**src/shared/ssc_pkg.sv**
```systemverilog
// Constants, register map and field layout of the sample sequencer control.
// Assumes a 32-bit register port with byte offsets and one system clock.
package ssc_pkg;

	localparam int NSEQ      = 4;
	localparam int MAX_STEPS = 8;
	localparam int DATA_W    = 12;
	localparam int CH_W      = 3;
	localparam int NUM_EVT   = 8;
	localparam int LVL_W     = 4;

	////////////////////////////////////////////////////////////////////////////
	// Register offsets
	localparam logic [7:0] OFF_SEQ_ENABLE = 8'h00;
	localparam logic [7:0] OFF_AVG_FACTOR = 8'h04;
	localparam logic [7:0] OFF_TRIG_SEL   = 8'h08;
	localparam logic [7:0] OFF_PRIORITY   = 8'h0c;
	localparam logic [7:0] OFF_PROC_TRIG  = 8'h10;
	localparam logic [7:0] OFF_INT_RAW    = 8'h14;
	localparam logic [7:0] OFF_INT_EN     = 8'h18;
	localparam logic [7:0] OFF_INT_MASKED = 8'h1c;
	localparam logic [7:0] OFF_OVERFLOW   = 8'h20;
	localparam logic [7:0] OFF_FIFO_DATA  = 8'h24;
	localparam logic [7:0] OFF_FIFO_LEVEL = 8'h34;
	localparam int         STEP_REGION    = 7;
	localparam int         STEP_SEQ_LSB   = 5;
	localparam int         STEP_IDX_LSB   = 2;

	////////////////////////////////////////////////////////////////////////////
	// Step configuration word
	localparam int CFG_CH_LSB   = 0;
	localparam int CFG_LAST_BIT = 3;
	localparam int CFG_IE_BIT   = 4;
	localparam int CFG_W        = 5;
	localparam logic [CH_W-1:0] CH_TEMP = 3'h4;

	////////////////////////////////////////////////////////////////////////////
	// Trigger source codes, priority and averaging
	localparam logic [3:0] TRIG_PROCESSOR = 4'h0;
	localparam logic [3:0] TRIG_EVT_FIRST = 4'h1;
	localparam logic [3:0] TRIG_EVT_LAST  = 4'h8;
	localparam logic [3:0] TRIG_PIN       = 4'h9;
	localparam logic [3:0] TRIG_ALWAYS    = 4'hf;
	localparam logic [15:0] TRIG_SEL_RST  = 16'h0000;
	localparam logic [7:0]  PRIO_RST      = 8'he4;
	localparam logic [2:0]  AVG_EXP_MAX   = 3'h6;
	localparam logic [2:0]  AVG_OFF       = 3'h0;

	function automatic int seq_depth(input int s);
		return (s == 0) ? 8 : (s == 3) ? 1 : 4;
	endfunction

endpackage

```
**src/shared/ssc_sample_if.sv**
```systemverilog
// One sample word with its valid strobe, passed between sequencer parts.
// Assumes source and sink share the system clock.
`timescale 1ns/10ps
interface ssc_sample_if #(parameter int W = 12);
	logic         valid;
	logic [W-1:0] data;
	modport src (output valid, output data);
	modport dst (input valid, input data);
endinterface

```
**src/core/ssc_top.sv**
```systemverilog
// Sample sequencer control: four sequencers, arbiter, averager, results.
// Assumes a converter on the same clock that answers each start with done.
`timescale 1ns/10ps
module ssc_top #(
	parameter int DATA_W  = ssc_pkg::DATA_W,
	parameter int NUM_EVT = ssc_pkg::NUM_EVT
) (
	input  wire logic               i_clk,
	input  wire logic               i_rst_n,
	input  wire logic [7:0]         i_addr,
	input  wire logic [31:0]        i_wdata,
	input  wire logic               i_wr,
	input  wire logic               i_rd,
	output logic [31:0]             o_rdata,
	input  wire logic [NUM_EVT-1:0] i_trig_evt,
	input  wire logic               i_trig_pin,
	output logic                    o_conv_start,
	output logic [2:0]              o_conv_channel,
	input  wire logic               i_conv_done,
	input  wire logic [DATA_W-1:0]  i_conv_data,
	output logic [3:0]              o_seq_irq
);
	localparam int NSEQ = ssc_pkg::NSEQ;
	localparam int LW   = ssc_pkg::LVL_W;
	localparam int CW   = ssc_pkg::CFG_W;

	typedef enum logic [1:0] {S_IDLE, S_START, S_WAIT, S_AVG} ssc_state_t;

	ssc_state_t    state_q;
	logic [3:0]    seq_en_q;
	logic [2:0]    avg_exp_q;
	logic [15:0]   trig_sel_q;
	logic [7:0]    prio_q;
	logic [3:0]    int_raw_q;
	logic [3:0]    int_en_q;
	logic [3:0]    ovf_q;
	logic [3:0]    pend_q;
	logic [CW-1:0] step_cfg_q [NSEQ][ssc_pkg::MAX_STEPS];
	logic [1:0]    cur_q;
	logic [2:0]    step_q;
	logic [2:0]    chan_q;
	logic [31:0]   rdata_q;
	logic          pin_s1_q;
	logic          pin_s2_q;
	logic          pin_s3_q;

	////////////////////////////////////////////////////////////////////////////
	// Register decode
	wire wr_en    = i_wr && i_addr == ssc_pkg::OFF_SEQ_ENABLE;
	wire wr_avg   = i_wr && i_addr == ssc_pkg::OFF_AVG_FACTOR;
	wire wr_trig  = i_wr && i_addr == ssc_pkg::OFF_TRIG_SEL;
	wire wr_prio  = i_wr && i_addr == ssc_pkg::OFF_PRIORITY;
	wire wr_proc  = i_wr && i_addr == ssc_pkg::OFF_PROC_TRIG;
	wire wr_iclr  = i_wr && i_addr == ssc_pkg::OFF_INT_RAW;
	wire wr_ien   = i_wr && i_addr == ssc_pkg::OFF_INT_EN;
	wire wr_oclr  = i_wr && i_addr == ssc_pkg::OFF_OVERFLOW;
	wire wr_step  = i_wr && i_addr[ssc_pkg::STEP_REGION];
	wire [1:0] a_seq  = i_addr[ssc_pkg::STEP_SEQ_LSB +: 2];
	wire [2:0] a_step = i_addr[ssc_pkg::STEP_IDX_LSB +: 3];

	// Unlisted factor values leave the setting unchanged
	function automatic logic [3:0] ssc_exp_of(input logic [31:0] f);
		logic [3:0] r;
		r = 4'h8;
		for (int k = 0; k <= 6; k++)
			if (f == (32'h1 << k) && k != 0)
				r = 4'(k);
		if (f == 32'h0)
			r = 4'h0;
		return r;
	endfunction
	wire [3:0] new_exp = ssc_exp_of(i_wdata);

	// Channel codes above the sensor fold onto the sensor
	wire [2:0] wch = i_wdata[2:0] > ssc_pkg::CH_TEMP ? ssc_pkg::CH_TEMP : i_wdata[2:0];
	wire [CW-1:0] step_wval = {i_wdata[ssc_pkg::CFG_IE_BIT], i_wdata[ssc_pkg::CFG_LAST_BIT], wch};

	////////////////////////////////////////////////////////////////////////////
	// Triggers
	wire pin_rise = pin_s2_q && !pin_s3_q;
	wire busy     = state_q != S_IDLE;
	logic [3:0] accept;
	logic [3:0] fifo_nempty;
	logic [3:0] fifo_full;
	logic [3:0] fifo_pop;
	logic [DATA_W-1:0] fifo_data [NSEQ];
	logic [LW-1:0]     fifo_lvl  [NSEQ];

	for (genvar i = 0; i < NSEQ; i++) begin : g_trig
		wire [3:0] sel   = trig_sel_q[4*i +: 4];
		wire [3:0] eoff  = sel - ssc_pkg::TRIG_EVT_FIRST;
		wire is_evt      = sel >= ssc_pkg::TRIG_EVT_FIRST && sel <= ssc_pkg::TRIG_EVT_LAST;
		wire hit_proc    = sel == ssc_pkg::TRIG_PROCESSOR && wr_proc && i_wdata[i];
		wire hit_evt     = is_evt && i_trig_evt[eoff[2:0]];
		wire hit         = hit_proc || hit_evt || (sel == ssc_pkg::TRIG_PIN && pin_rise) ||
			sel == ssc_pkg::TRIG_ALWAYS;
		// Re-triggers during a pending or running pass are absorbed
		assign accept[i] = seq_en_q[i] && hit && !pend_q[i] && !(busy && cur_q == 2'(i));
	end

	////////////////////////////////////////////////////////////////////////////
	// Arbiter: lowest priority value wins; ties go to the lower index
	function automatic logic [2:0] ssc_pick(input logic [3:0] p, input logic [7:0] pr);
		logic [2:0] best;
		logic [1:0] bp;
		best = 3'h4;
		bp   = 2'h3;
		for (int k = 0; k < 4; k++)
			if (p[k] && (best[2] || pr[2*k +: 2] < bp)) begin
				best = 3'(k);
				bp   = pr[2*k +: 2];
			end
		return best;
	endfunction
	wire [2:0] pick  = ssc_pick(pend_q, prio_q);
	wire       grant = state_q == S_IDLE && !pick[2];

	////////////////////////////////////////////////////////////////////////////
	// Step sequencing
	ssc_sample_if #(.W(DATA_W)) conv_if ();
	ssc_sample_if #(.W(DATA_W)) avg_if ();

	wire [CW-1:0] cfg_cur   = step_cfg_q[cur_q][step_q];
	wire          step_ie   = cfg_cur[ssc_pkg::CFG_IE_BIT];
	wire          depth_end = step_q == 3'(ssc_pkg::seq_depth(int'(cur_q)) - 1);
	wire          seq_end   = cfg_cur[ssc_pkg::CFG_LAST_BIT] || depth_end;
	wire          result    = state_q == S_AVG && avg_if.valid;
	wire [2:0]    step_nxt  = step_q + 3'h1;
	wire [1:0]    ld_seq    = grant ? pick[1:0] : cur_q;
	wire [2:0]    ld_step   = grant ? 3'h0 : (result ? step_nxt : step_q);
	wire [CW-1:0] cfg_ld    = step_cfg_q[ld_seq][ld_step];

	assign conv_if.valid = state_q == S_WAIT && i_conv_done;
	assign conv_if.data  = i_conv_data;

	always_ff @(posedge i_clk) begin
		if (!i_rst_n) begin
			state_q <= S_IDLE;
			cur_q   <= '0;
			step_q  <= '0;
			chan_q  <= '0;
		end else begin
			unique case (state_q)
				S_IDLE: if (grant) begin
					state_q <= S_START;
					cur_q   <= pick[1:0];
					step_q  <= '0;
					chan_q  <= cfg_ld[2:0];
				end
				S_START: state_q <= S_WAIT;
				S_WAIT:  if (i_conv_done) state_q <= S_AVG;
				// No result yet: convert the same step again
				S_AVG: if (result && seq_end) begin
					state_q <= S_IDLE;
				end else begin
					state_q <= S_START;
					step_q  <= ld_step;
					chan_q  <= cfg_ld[2:0];
				end
			endcase
		end
	end

	ssc_avg #(.W(DATA_W)) u_avg (
		.i_clk   (i_clk),
		.i_rst_n (i_rst_n),
		.i_exp   (avg_exp_q),
		.i_clear (wr_avg),
		.smp     (conv_if.dst),
		.res     (avg_if.src)
	);

	for (genvar i = 0; i < NSEQ; i++) begin : g_fifo
		ssc_sample_if #(.W(DATA_W)) push_if ();
		assign push_if.valid = result && cur_q == 2'(i);
		assign push_if.data  = avg_if.data;
		assign fifo_pop[i]   = i_rd && i_addr == ssc_pkg::OFF_FIFO_DATA + 8'(4 * i);
		assign fifo_nempty[i] = fifo_lvl[i] != '0;
		ssc_fifo #(.DEPTH(ssc_pkg::seq_depth(i)), .W(DATA_W), .LW(LW)) u_fifo (
			.i_clk   (i_clk),
			.i_rst_n (i_rst_n),
			.push    (push_if.dst),
			.i_pop   (fifo_pop[i]),
			.o_data  (fifo_data[i]),
			.o_level (fifo_lvl[i]),
			.o_full  (fifo_full[i])
		);
	end

	////////////////////////////////////////////////////////////////////////////
	// Flags: every hardware set wins over a same-cycle clear
	wire [3:0] dec_cur  = 4'h1 << cur_q;
	wire [3:0] int_set  = (result && step_ie) ? dec_cur : 4'h0;
	wire [3:0] ovf_set  = (accept & fifo_nempty) | ((result ? dec_cur : 4'h0) & fifo_full);
	wire [3:0] pend_clr = grant ? 4'h1 << pick[1:0] : 4'h0;

	always_ff @(posedge i_clk) begin
		if (!i_rst_n) begin
			int_raw_q <= '0;
			ovf_q     <= '0;
			pend_q    <= '0;
		end else begin
			int_raw_q <= (int_raw_q & ~(wr_iclr ? i_wdata[3:0] : 4'h0)) | int_set;
			ovf_q     <= (ovf_q & ~(wr_oclr ? i_wdata[3:0] : 4'h0)) | ovf_set;
			pend_q    <= (pend_q & ~pend_clr) | accept;
		end
	end

	always_ff @(posedge i_clk) begin
		if (!i_rst_n) begin
			seq_en_q   <= '0;
			avg_exp_q  <= ssc_pkg::AVG_OFF;
			trig_sel_q <= ssc_pkg::TRIG_SEL_RST;
			prio_q     <= ssc_pkg::PRIO_RST;
			int_en_q   <= '0;
			for (int s = 0; s < NSEQ; s++)
				for (int t = 0; t < ssc_pkg::MAX_STEPS; t++)
					step_cfg_q[s][t] <= '0;
		end else begin
			if (wr_en)   seq_en_q   <= i_wdata[3:0];
			if (wr_avg && !new_exp[3]) avg_exp_q <= new_exp[2:0];
			if (wr_trig) trig_sel_q <= i_wdata[15:0];
			if (wr_prio) prio_q     <= i_wdata[7:0];
			if (wr_ien)  int_en_q   <= i_wdata[3:0];
			if (wr_step) step_cfg_q[a_seq][a_step] <= step_wval;
		end
	end

	always_ff @(posedge i_clk) begin
		if (!i_rst_n) begin
			pin_s1_q <= 1'b0;
			pin_s2_q <= 1'b0;
			pin_s3_q <= 1'b0;
		end else begin
			pin_s1_q <= i_trig_pin;
			pin_s2_q <= pin_s1_q;
			pin_s3_q <= pin_s2_q;
		end
	end

	////////////////////////////////////////////////////////////////////////////
	// Read path, one cycle latency
	wire masked_status_select = i_addr == ssc_pkg::OFF_INT_MASKED;
	wire [3:0]  int_masked = int_raw_q & int_en_q;
	wire [31:0] fac_rd     = avg_exp_q == ssc_pkg::AVG_OFF ? 32'h0 : 32'h1 << avg_exp_q;
	wire [31:0] lvl_rd     = {16'h0, fifo_lvl[3], fifo_lvl[2], fifo_lvl[1], fifo_lvl[0]};
	wire [1:0]  fsel       = 2'((i_addr - ssc_pkg::OFF_FIFO_DATA) >> 2);
	wire        fifo_rd    = i_addr >= ssc_pkg::OFF_FIFO_DATA && i_addr < ssc_pkg::OFF_FIFO_LEVEL &&
		i_addr[1:0] == 2'h0;
	logic [31:0] rd_mux;

	always_comb begin
		rd_mux = 32'h0;
		if (i_addr[ssc_pkg::STEP_REGION])
			rd_mux = {27'h0, step_cfg_q[a_seq][a_step]};
		else if (fifo_rd)
			rd_mux = {20'h0, fifo_data[fsel]};
		else if (masked_status_select)
			rd_mux = {28'h0, int_masked};
		else
			unique case (i_addr)
				ssc_pkg::OFF_SEQ_ENABLE: rd_mux = {28'h0, seq_en_q};
				ssc_pkg::OFF_AVG_FACTOR: rd_mux = fac_rd;
				ssc_pkg::OFF_TRIG_SEL:   rd_mux = {16'h0, trig_sel_q};
				ssc_pkg::OFF_PRIORITY:   rd_mux = {24'h0, prio_q};
				ssc_pkg::OFF_INT_RAW:    rd_mux = {28'h0, int_raw_q};
				ssc_pkg::OFF_INT_EN:     rd_mux = {28'h0, int_en_q};
				ssc_pkg::OFF_OVERFLOW:   rd_mux = {28'h0, ovf_q};
				ssc_pkg::OFF_FIFO_LEVEL: rd_mux = lvl_rd;
				default:                 rd_mux = 32'h0;
			endcase
	end

	always_ff @(posedge i_clk) begin
		if (!i_rst_n)
			rdata_q <= '0;
		else
			rdata_q <= i_rd ? rd_mux : 32'h0;
	end

	assign o_rdata        = rdata_q;
	assign o_conv_start   = state_q == S_START;
	assign o_conv_channel = chan_q;
	assign o_seq_irq      = int_masked;

	////////////////////////////////////////////////////////////////////////////
	// Checks
	logic [6:0] smp_cnt_q;
	always_ff @(posedge i_clk) begin
		if (!i_rst_n || result || wr_avg)
			smp_cnt_q <= '0;
		else if (conv_if.valid)
			smp_cnt_q <= smp_cnt_q + 7'h01;
	end

	for (genvar k = 0; k < NSEQ; k++) begin : g_prio_chk

	end
endmodule

```
**src/core/ssc_avg.sv**
```systemverilog
// Hardware averager: sums 2^exp samples and delivers their mean.
// Assumes samples arrive at most one per cycle on the system clock.
`timescale 1ns/10ps
module ssc_avg #(
	parameter int W = 12
) (
	input  wire logic       i_clk,
	input  wire logic       i_rst_n,
	input  wire logic [2:0] i_exp,
	input  wire logic       i_clear,
	ssc_sample_if.dst       smp,
	ssc_sample_if.src       res
);
	localparam int AW = W + 6;

	logic [AW-1:0] acc_q;
	logic [6:0]    cnt_q;
	logic          vld_q;
	logic [W-1:0]  res_q;

	wire [6:0]    target  = 7'h01 << i_exp;
	wire [AW-1:0] sum     = acc_q + AW'(smp.data);
	wire          last    = (cnt_q + 7'h01) == target;
	wire [AW-1:0] shifted = sum >> i_exp;

	// Exponent zero gives target one: every sample passes straight through
	always_ff @(posedge i_clk) begin
		if (!i_rst_n || i_clear) begin
			acc_q <= '0;
			cnt_q <= '0;
			vld_q <= 1'b0;
			res_q <= '0;
		end else begin
			vld_q <= smp.valid && last;
			if (smp.valid && last) begin
				acc_q <= '0;
				cnt_q <= '0;
				res_q <= shifted[W-1:0];
			end else if (smp.valid) begin
				acc_q <= sum;
				cnt_q <= cnt_q + 7'h01;
			end
		end
	end

	assign res.valid = vld_q;
	assign res.data  = res_q;
endmodule

```
**src/core/ssc_fifo.sv**
```systemverilog
// Result FIFO of one sequencer, depth set by that sequencer's step count.
// Assumes push and pop come from the system clock domain.
`timescale 1ns/10ps
module ssc_fifo #(
	parameter int DEPTH = 8,
	parameter int W     = 12,
	parameter int LW    = 4
) (
	input  wire logic          i_clk,
	input  wire logic          i_rst_n,
	ssc_sample_if.dst          push,
	input  wire logic          i_pop,
	output logic [W-1:0]       o_data,
	output logic [LW-1:0]      o_level,
	output logic               o_full
);
	localparam int PW = (DEPTH > 1) ? $clog2(DEPTH) : 1;
	localparam logic [PW-1:0] PTR_LAST = PW'(DEPTH - 1);
	localparam logic [LW-1:0] LVL_FULL = LW'(DEPTH);

	logic [W-1:0]  mem_q [DEPTH];
	logic [PW-1:0] wp_q;
	logic [PW-1:0] rp_q;
	logic [LW-1:0] cnt_q;

	wire do_push = push.valid && (cnt_q != LVL_FULL);
	wire do_pop  = i_pop && (cnt_q != '0);

	always_ff @(posedge i_clk) begin
		if (!i_rst_n) begin
			wp_q  <= '0;
			rp_q  <= '0;
			cnt_q <= '0;
		end else begin
			if (do_push)
				wp_q <= (wp_q == PTR_LAST) ? '0 : wp_q + 1'b1;
			if (do_pop)
				rp_q <= (rp_q == PTR_LAST) ? '0 : rp_q + 1'b1;
			cnt_q <= cnt_q + LW'(do_push) - LW'(do_pop);
		end
	end

	// Storage needs no reset; level gates every pop, but o_data shows mem_q[rp_q] even when empty
	always_ff @(posedge i_clk) begin
		if (do_push)
			mem_q[wp_q] <= push.data;
	end

	assign o_data  = mem_q[rp_q];
	assign o_level = cnt_q;
	assign o_full  = (cnt_q == LVL_FULL);
endmodule

```
**config.mk**
```make
export PLATFORM = sky130hd
export DESIGN_NAME = ssc_top
export DESIGN_NICKNAME = d
export VERILOG_FILES = /design/src/shared/ssc_pkg.sv /design/src/shared/ssc_sample_if.sv /design/src/core/ssc_top.sv /design/src/core/ssc_avg.sv /design/src/core/ssc_fifo.sv
export SDC_FILE = /design/constraint.sdc
export NUM_CORES = 1
export LEC_CHECK = 0
export BUFFER_PORTS_ARGS = -buffer_cell sky130_fd_sc_hd__buf_2
export CORE_MARGIN = 2
export CORE_UTILIZATION = 45
export CTS_CLUSTER_SIZE = 10
export DETAILED_ROUTE_END_ITERATION = 10
export PLACE_DENSITY_LB_ADDON = 0.15
export REMOVE_ABC_BUFFERS = 1
export SETUP_SLACK_MARGIN = 0.05
export SLEW_MARGIN = 20
export SYNTH_ARGS = -nofsm -noshare
export SYNTH_HDL_FRONTEND = slang
export SYNTH_SLANG_ARGS = --single-unit
```
**constraint.sdc**
```tcl
create_clock -name i_clk -period 7.5 [get_ports i_clk]
set_clock_uncertainty 0.2 [all_clocks]
set_input_delay 0.75 -clock i_clk [delete_from_list [all_inputs] [get_ports i_clk]]
set_output_delay 0.75 -clock i_clk [all_outputs]
set_load 0.01 [all_outputs]
```
# ---- Word-level counts from Yosys, hierarchy flattened
# Memories as Yosys holds them, arrays and structs flattened. A register that Yosys moved wholly into a read port is not among the register bits.
# Cells that the tools add are included.
dict set report totals {
  ff_bits 160
  mem_bits_rw 364
  in_bits 66
  out_inout_bits 40
  n_memories 5
}
dict set report classes {
  add_sub_neg 23
  magnitude_cmp 23
  n_eq_ne 53
  shift 5
  muxes 91
  n_bitwise 19
  n_reduce_logical 128
}
# memory words width read_ports rd_clocked_by_memory_dff write_ports line
set mem_list {}
lappend mem_list {step_cfg_q 4 40 3 1 4 ssc_top.sv:38} ;# logic [CW-1:0] step_cfg_q [NSEQ][ssc_pkg::MAX_STEPS];
lappend mem_list {{g_fifo[0].u_fifo.mem_q} 8 12 1 1 1 ssc_fifo.sv:21} ;# logic [W-1:0] mem_q [DEPTH];
lappend mem_list {{g_fifo[1].u_fifo.mem_q} 4 12 1 1 1 ssc_fifo.sv:21}
lappend mem_list {{g_fifo[2].u_fifo.mem_q} 4 12 1 1 1 ssc_fifo.sv:21}
lappend mem_list {{g_fifo[3].u_fifo.mem_q} 1 12 1 0 1 ssc_fifo.sv:21}
# op n
set ops {}
lappend ops {{32-bit case mux with 8 select lines} 1}
lappend ops {{40-bit 2-to-1 mux} 3}
lappend ops {{1-bit logical AND} 75}
lappend ops {{3-bit 2-to-1 mux} 19}
lappend ops {{8-bit by 6-bit == test with 1-bit output, second input constant} 6}
lappend ops {{12-bit 2-to-1 mux} 4}
lappend ops {{4-bit 2-to-1 mux} 12}
lappend ops {{5-bit binary-select mux with 3-bit select} 3}
lappend ops {{40-bit OR reduction} 1}
lappend ops {{4-bit == test, second input constant} 9}
lappend ops {{2-bit 2-to-1 mux} 17}
lappend ops {{32-bit by 2-bit == test with 1-bit output, second input constant} 1}
lappend ops {{32-bit by 3-bit == test with 1-bit output, second input constant} 1}
lappend ops {{32-bit by 4-bit == test with 1-bit output, second input constant} 1}
lappend ops {{32-bit by 5-bit == test with 1-bit output, second input constant} 1}
lappend ops {{32-bit by 6-bit == test with 1-bit output, second input constant} 1}
lappend ops {{32-bit by 7-bit == test with 1-bit output, second input constant} 1}
lappend ops {{8-bit by 5-bit == test with 1-bit output, second input constant} 4}
lappend ops {{32-bit logical NOT} 1}
lappend ops {{32-bit 2-to-1 mux} 1}
lappend ops {{1-bit by 3-bit << shifter with 32-bit output, first input constant} 1}
lappend ops {{5-bit 2-to-1 mux} 6}
lappend ops {{4-bit bitwise AND} 6}
lappend ops {{12-bit binary-select mux with 2-bit select} 1}
lappend ops {{57 further kinds} 166}

# ---- Logic depth before layout (Yosys ltp)
dict set report depth {
  ltp_word 22
  ltp_mapped 18
}

# ---- Hierarchy
# Synthesis repeated with hierarchy kept, for this count alone.
dict set report unflattened {
  cells_unflattened 2229
  hier_area_um2 27129.8
}
# mod instances cells_per_inst area_per_inst_um2 seq_area_each_um2
set modules_own_cells {}
lappend modules_own_cells {ssc_top 1 1326 14177.3 6366.1}
lappend modules_own_cells {{ssc_fifo (g_fifo[1].u_fifo ...)} 2 126 2332.2 1641.6}
lappend modules_own_cells {{ssc_fifo (g_fifo[0].u_fifo)} 1 217 4381.7 3143.0}
lappend modules_own_cells {ssc_avg 1 392 3269.4 760.7}
lappend modules_own_cells {{ssc_fifo (g_fifo[3].u_fifo)} 1 42 636.9 440.4}

# ---- Worst setup path after synthesis
# No wires, ideal clock.
dict set report synth_timing {
  path_type {reg2reg}
  from {register pend_q[1]}
  to {register chan_q[0], in the netlist o_conv_channel[0]}
  setup_ps 74
  arrival_time_ps 3728
  t_required_ps 7226
  path_slack_ps 3498
  path_stages_with_launch 18
  path_buffers 1
  synth_period_minus_slack_ps 4002
  cell_sequence {dfxtp_1 -> inv_1 -> o22ai_1 -> ha_1 -> a21oi_1 -> o22ai_1 -> nor2_1 -> nor2_1 -> a21oi_1 -> ha_1 -> and2_4 -> a2111oi_4 -> o22ai_4 -> buf_8 -> mux2i_1 -> a22o_1 -> or4_1 -> a31oi_1}
}
dict set report synth_between {
  elab_chain_len 19
}
# item line
set synth_lines {}
lappend synth_lines {{from (decl)} ssc_top.sv:37} ;# logic [3:0] pend_q;
lappend synth_lines {{from (signal assigned)} ssc_top.sv:205} ;# pend_q <= (pend_q & ~pend_clr) | accept;
lappend synth_lines {{1-bit logical AND *} ssc_top.sv:109} ;# if (p[k] && (best[2] || pr[2*k +: 2] < bp)) begin
lappend synth_lines {{2-bit 2-to-1 mux} ssc_top.sv:109}
lappend synth_lines {{2-bit < comparator} ssc_top.sv:109}
lappend synth_lines {{1-bit logical OR} ssc_top.sv:109}
lappend synth_lines {{1-bit logical AND} ssc_top.sv:109}
lappend synth_lines {{2-bit 2-to-1 mux} ssc_top.sv:109}
lappend synth_lines {{2-bit < comparator} ssc_top.sv:109}
lappend synth_lines {{1-bit logical OR} ssc_top.sv:109}
lappend synth_lines {{[... 2 more ...]} --}
lappend synth_lines {{1-bit logical NOT} ssc_top.sv:116} ;# wire grant = state_q == S_IDLE && !pick[2];
lappend synth_lines {{1-bit logical AND} ssc_top.sv:116}
lappend synth_lines {{2-bit 2-to-1 mux / 3-bit 2-to-1 mux (equally long branches)} --}
lappend synth_lines {{memory read 4 x 40 bit / 3-bit NOT with 4-bit output (equally long branches)} --}
lappend synth_lines {{5-bit binary-select mux with 3-bit select} ssc_top.sv:131} ;# wire [CW-1:0] cfg_ld = step_cfg_q[ld_seq][ld_step];
lappend synth_lines {{3-bit 2-to-1 mux (implied by the code) (2 in series)} ssc_top.sv:131}
lappend synth_lines {{3-bit 2-to-1 mux, on equally long branches} {ssc_top.sv:153, ssc_top.sv:144}}
lappend synth_lines {{3-bit case mux with 2 select lines} ssc_top.sv:143} ;# unique case (state_q)
lappend synth_lines {{to (signal assigned)} ssc_top.sv:148} ;# chan_q <= cfg_ld[2:0];
lappend synth_lines {{to (signal assigned)} ssc_top.sv:158} ;# chan_q <= cfg_ld[2:0];
lappend synth_lines {{to (decl)} ssc_top.sv:41} ;# logic [2:0] chan_q;
# Every way passes the cells marked *; elsewhere a longest branch is shown, timed or not. The select of a mux whose other input is x is not followed.
# A chain may end at the register's enable or synchronous reset.

# ---- Worst setup path in the final report
# Ends and elaborated chain as after synthesis.

==> flow_metrics.py <==
metrics = {
    "outcome": {
        "outcome": "finished clean",
    },
    "worst_setup_path": {
        "path_cells": "inv_1 -> o22ai_1 -> ha_1 -> a21oi_1 -> o22ai_1 -> nor2_1 -> nor2_1 -> a21oi_1 -> ha_1 -> and2_4 -> a2111oi_4 -> o22ai_4 -> mux2i_1 -> a22o_1 -> or4_1 -> a31oi_1",
        "critPathCaptureType": "flop",
        "cp.depth": 16,
        "crit_fanout": 25,
        "cpPeakStageDelay_ns": 0.66,
        "path_buf_inv": 1,
        "worstRegToRegCells": 16,
        "critical-path-top-delay-family": "compound AO/OA/AOI/OAI gates",
        "crit_type": "reg -> reg",
        "cp.arrival_ns": 5.19,
        "required_ns": 7.89,
        "startpoint_type": "flop",
        "cp_slowest_cell": "a2111oi_4",
    },
    "clock_network": {
        "root_buffer": "clkbuf_16",
        "clk_pin_slew_ns": 0.06,
        "htreeDepth": 2,
        "clock_latency_ns": 0.67,
        "cts_buffers": 61,
        "cts_buffer_depth": 3,
        "postCtsSetupBuffers": 0,
        "cts_hold_buf": 0,
        "ctsResizeCount": 0,
        "cts_tree": "built",
        "cts.sinks": 517,
    },
    "synthesis": {
        "synth_top_area_cell": "edfxtp_1",
        "synth_edf_count": 364,
        "synth.distinct_cells": 88,
        "syn-cell-area_um2": 26500,
        "yosysWarnings": 0,
        "ys_seq_area_share_pct": 52.8,
        "synth_area_leaders": "edfxtp_1 (41%), dfxtp_1 (12%), mux4_2 (11%)",
        "yosysTopAreaCellShare_pct": 41.2,
        "synth.avg_cell_area_um2": 11.8,
        "ys_ff_latch": 517,
        "syn_inst": 2249,
        "synthFlopType": "edfxtp_1",
        "async_flop_share_pct": 0,
    },
    "routing": {
        "first_pass_iters": 5,
        "routed-via-count": 19000,
        "wl_per_cell_um": 24.5,
        "drt_iter0_markers": 2002,
        "wl_um": 76200,
        "via_per_inst": 6.11,
        "ant_nets": 0,
        "drcViolationCount": 0,
    },
    "pwr": {
        "power_density_nw_per_um2": 217,
        "ir_drop_mv": 0.194,
        "cellLeakagePower_uw": 0.0108,
    },
    "timing": {
        "min_period_ns": 4.80,
        "fin_tns_setup_ns": 0,
        "max_freq_ghz": 0.208,
        "rsz0062_at_grt": "no",
        "slew_headroom_pct": 26.3,
        "setup_ws_ns": 2.70,
        "hold_viol": 0,
        "worst_slew_pin_slew_ns": 1.11,
        "setup_viol": 0,
        "timing.final.crit_share_pct": 64.0,
        "slew_viol_final": 0,
    },
    "global_routing": {
        "grt_usage_pct": 25.3,
        "grt_pass1_vias": 18400,
        "grt_pass1_wl_um": 116000,
        "grt_overflow": 0,
        "grt_max_degree": 72,
        "antenna_found_initial": 1,
    },
    "placement": {
        "hpwlAfterDp_um": 52000,
        "dp.cells": 2995,
        "port_buffers": 89,
        "pre_cts_ws_ns": 2.76,
        "place.gp.congestion": 0.933,
        "dpl_cell_area_um2": 27600,
    },
    "cells_and_area": {
        "post-route-cell-area_um2": 29600,
        "area_growth_pct": 11.5,
        "final_cell_count_no_fill": 3111,
        "drive_above_1_share_pct": 16.9,
        "nets": 2438,
    },
    "worst_hold_path": {
        "hold_class": "in -> reg",
        "worstHoldPathCells": 2,
    },
    "floorplanning": {
        "die_width_um": 247,
        "die_area_um2": 60900,
        "rows": 88,
        "die_y_um": 247,
        "ios": 106,
        "start_util_pct": 45.8,
        "core_um2": 57900,
    },
    "flow_run": {
        "max_cap_viol_count": 0,
    },
}
[synthesized netlist by cell type (9+ instances only)]
library cell and count:
mux2_2 18, ha_1 74, mux2i_1 65, nor2_1 248
buf_2 11, nand4_1 13, buf_4 18, a21o_1 15
and2_1 34, o221ai_1 11, clkbuf_1 117, and3_1 106
a211oi_1 35, inv_1 66, nand3_1 52, nand2b_1 16
or3_1 10, xnor2_1 27, edfxtp_1 364, dfxtp_1 153
nor4_1 11, o22ai_1 16, o21ai_0 47, buf_1 16
a22oi_1 29, a21oi_1 114, nor3_1 36, nand2_1 213
mux4_2 134, xor2_1 15, nor2b_1 14, nor3b_1 9
[cells by family (layout without fill, tap and decap cells)]
kind of cell	count (synthesis)	count (layout)	synth area share [%]
XOR/XNOR	42	42	1.39
buffers and inverters	234	314	3.66
other	1	18	0.0141
flip-flops	517	517	52.8
AO/OA/AOI/OAI	367	367	9.49
adder cells (fa/ha/maj)	81	81	3.95
multiplexers	217	217	14.6
AND/OR/NAND/NOR	790	790	14.1
[cell type report]
cell class | instances | area [um^2]
Sequential cell | 517 | 14000
Antenna cell | 2 | 5.00
Fill cell | 5070 | 28400
Clock inverter | 11 | 190
Tap cell | 765 | 957
Multi-Input combinational cell | 1513 | 11700
Timing Repair Buffer | 129 | 746
Clock buffer | 103 | 1730
Inverter | 71 | 267
[path summary, 6_finish.rpt]
| path | to | slack [ns] | startpoint |
|---|---|---|---|
| worst max-delay path | o_conv_channel[0] | 2.70 | pend_q[1] |
| worst min-delay path | pin_s1_q | 0.16 | i_trig_pin |
| worst max register to register | o_conv_channel[0] | 2.70 | pend_q[1] |
| worst min register to register | pin_s2_q | 0.25 | pin_s1_q |
[layout by cell type, fill, tap and decap left out, drive strengths merged, types with 10 or more instances in the layout]
cell / synthesis / routed
nand2b: 18 / 18
mux2: 18 / 18
o221ai: 12 / 12
nor2b: 14 / 14
and2: 36 / 36
conb: 1 / 16
nor3: 36 / 36
inv: 69 / 69
mux2i: 65 / 65
o22ai: 17 / 17
buf: 46 / 129
nand3: 53 / 53
mux4: 134 / 134
nor2: 248 / 248
xor2: 15 / 15
edfxtp: 364 / 364
o21ai: 52 / 52
xnor2: 27 / 27
nand4: 13 / 13
and3: 106 / 106
a21oi: 114 / 114
or3: 10 / 10
a21o: 15 / 15
a211oi: 36 / 36
clkbuf: 117 / 103
dfxtp: 153 / 153
a22oi: 29 / 29
nor4: 11 / 11
nand2: 213 / 213
ha: 74 / 74
clkinv: 2 / 10
[metal layers]
layer  up-vias  wire, um  track usage [%]
li1       8506         -                -
met1      9538     32900             35.8
met3       136      6080             4.00
met2       824     35100             40.2
met5         -         0                0
met4         0      2090             7.69
[sequential cells by signal, indices dropped and copies added (netlist names), 2 cells and up, named ones only]
signal                 count
g_fifo.u_fifo.mem_q      204
step_cfg_q               160
u_avg.acc_q               18
g_fifo.u_fifo.o_level     16
o_rdata                   16
trig_sel_q                16
u_avg.res.data            12
prio_q                     8
g_fifo.u_fifo.rp_q         7
g_fifo.u_fifo.wp_q         7
u_avg.cnt_q                7
int_en_q                   4
int_raw_q                  4
ovf_q                      4
pend_q                     4
seq_en_q                   4
avg_exp_q                  3
o_conv_channel             3
step_q                     3
cur_q                      2
state_q                    2
[where the power goes]
| group | internal, uW | leakage, uW | total (uW) | switching, uW |
|---|---|---|---|---|
| Combinational | 144 | 0.00500 | 390 | 246 |
| Sequential | 3090 | 0.00489 | 3140 | 49.6 |
| Clock | 1670 | 0.000921 | 2870 | 1200 |
[through the flow]
step | util (%) | power [uW] | hold slack [ns]
5_1_grt | 51.0 | 6590 | 0.147
3_5_place_dp | 47.7 | 3580 | 0.221
3_3_place_gp | 47.7 | 3580 | 0.234
4_1_cts | 51.0 | 6430 | 0.132
6_report | 51.0 | 6400 | 0.164
2_1_floorplan | - | 3380 | 0.212
No activity file was read; power rests on OpenSTA's default activity.
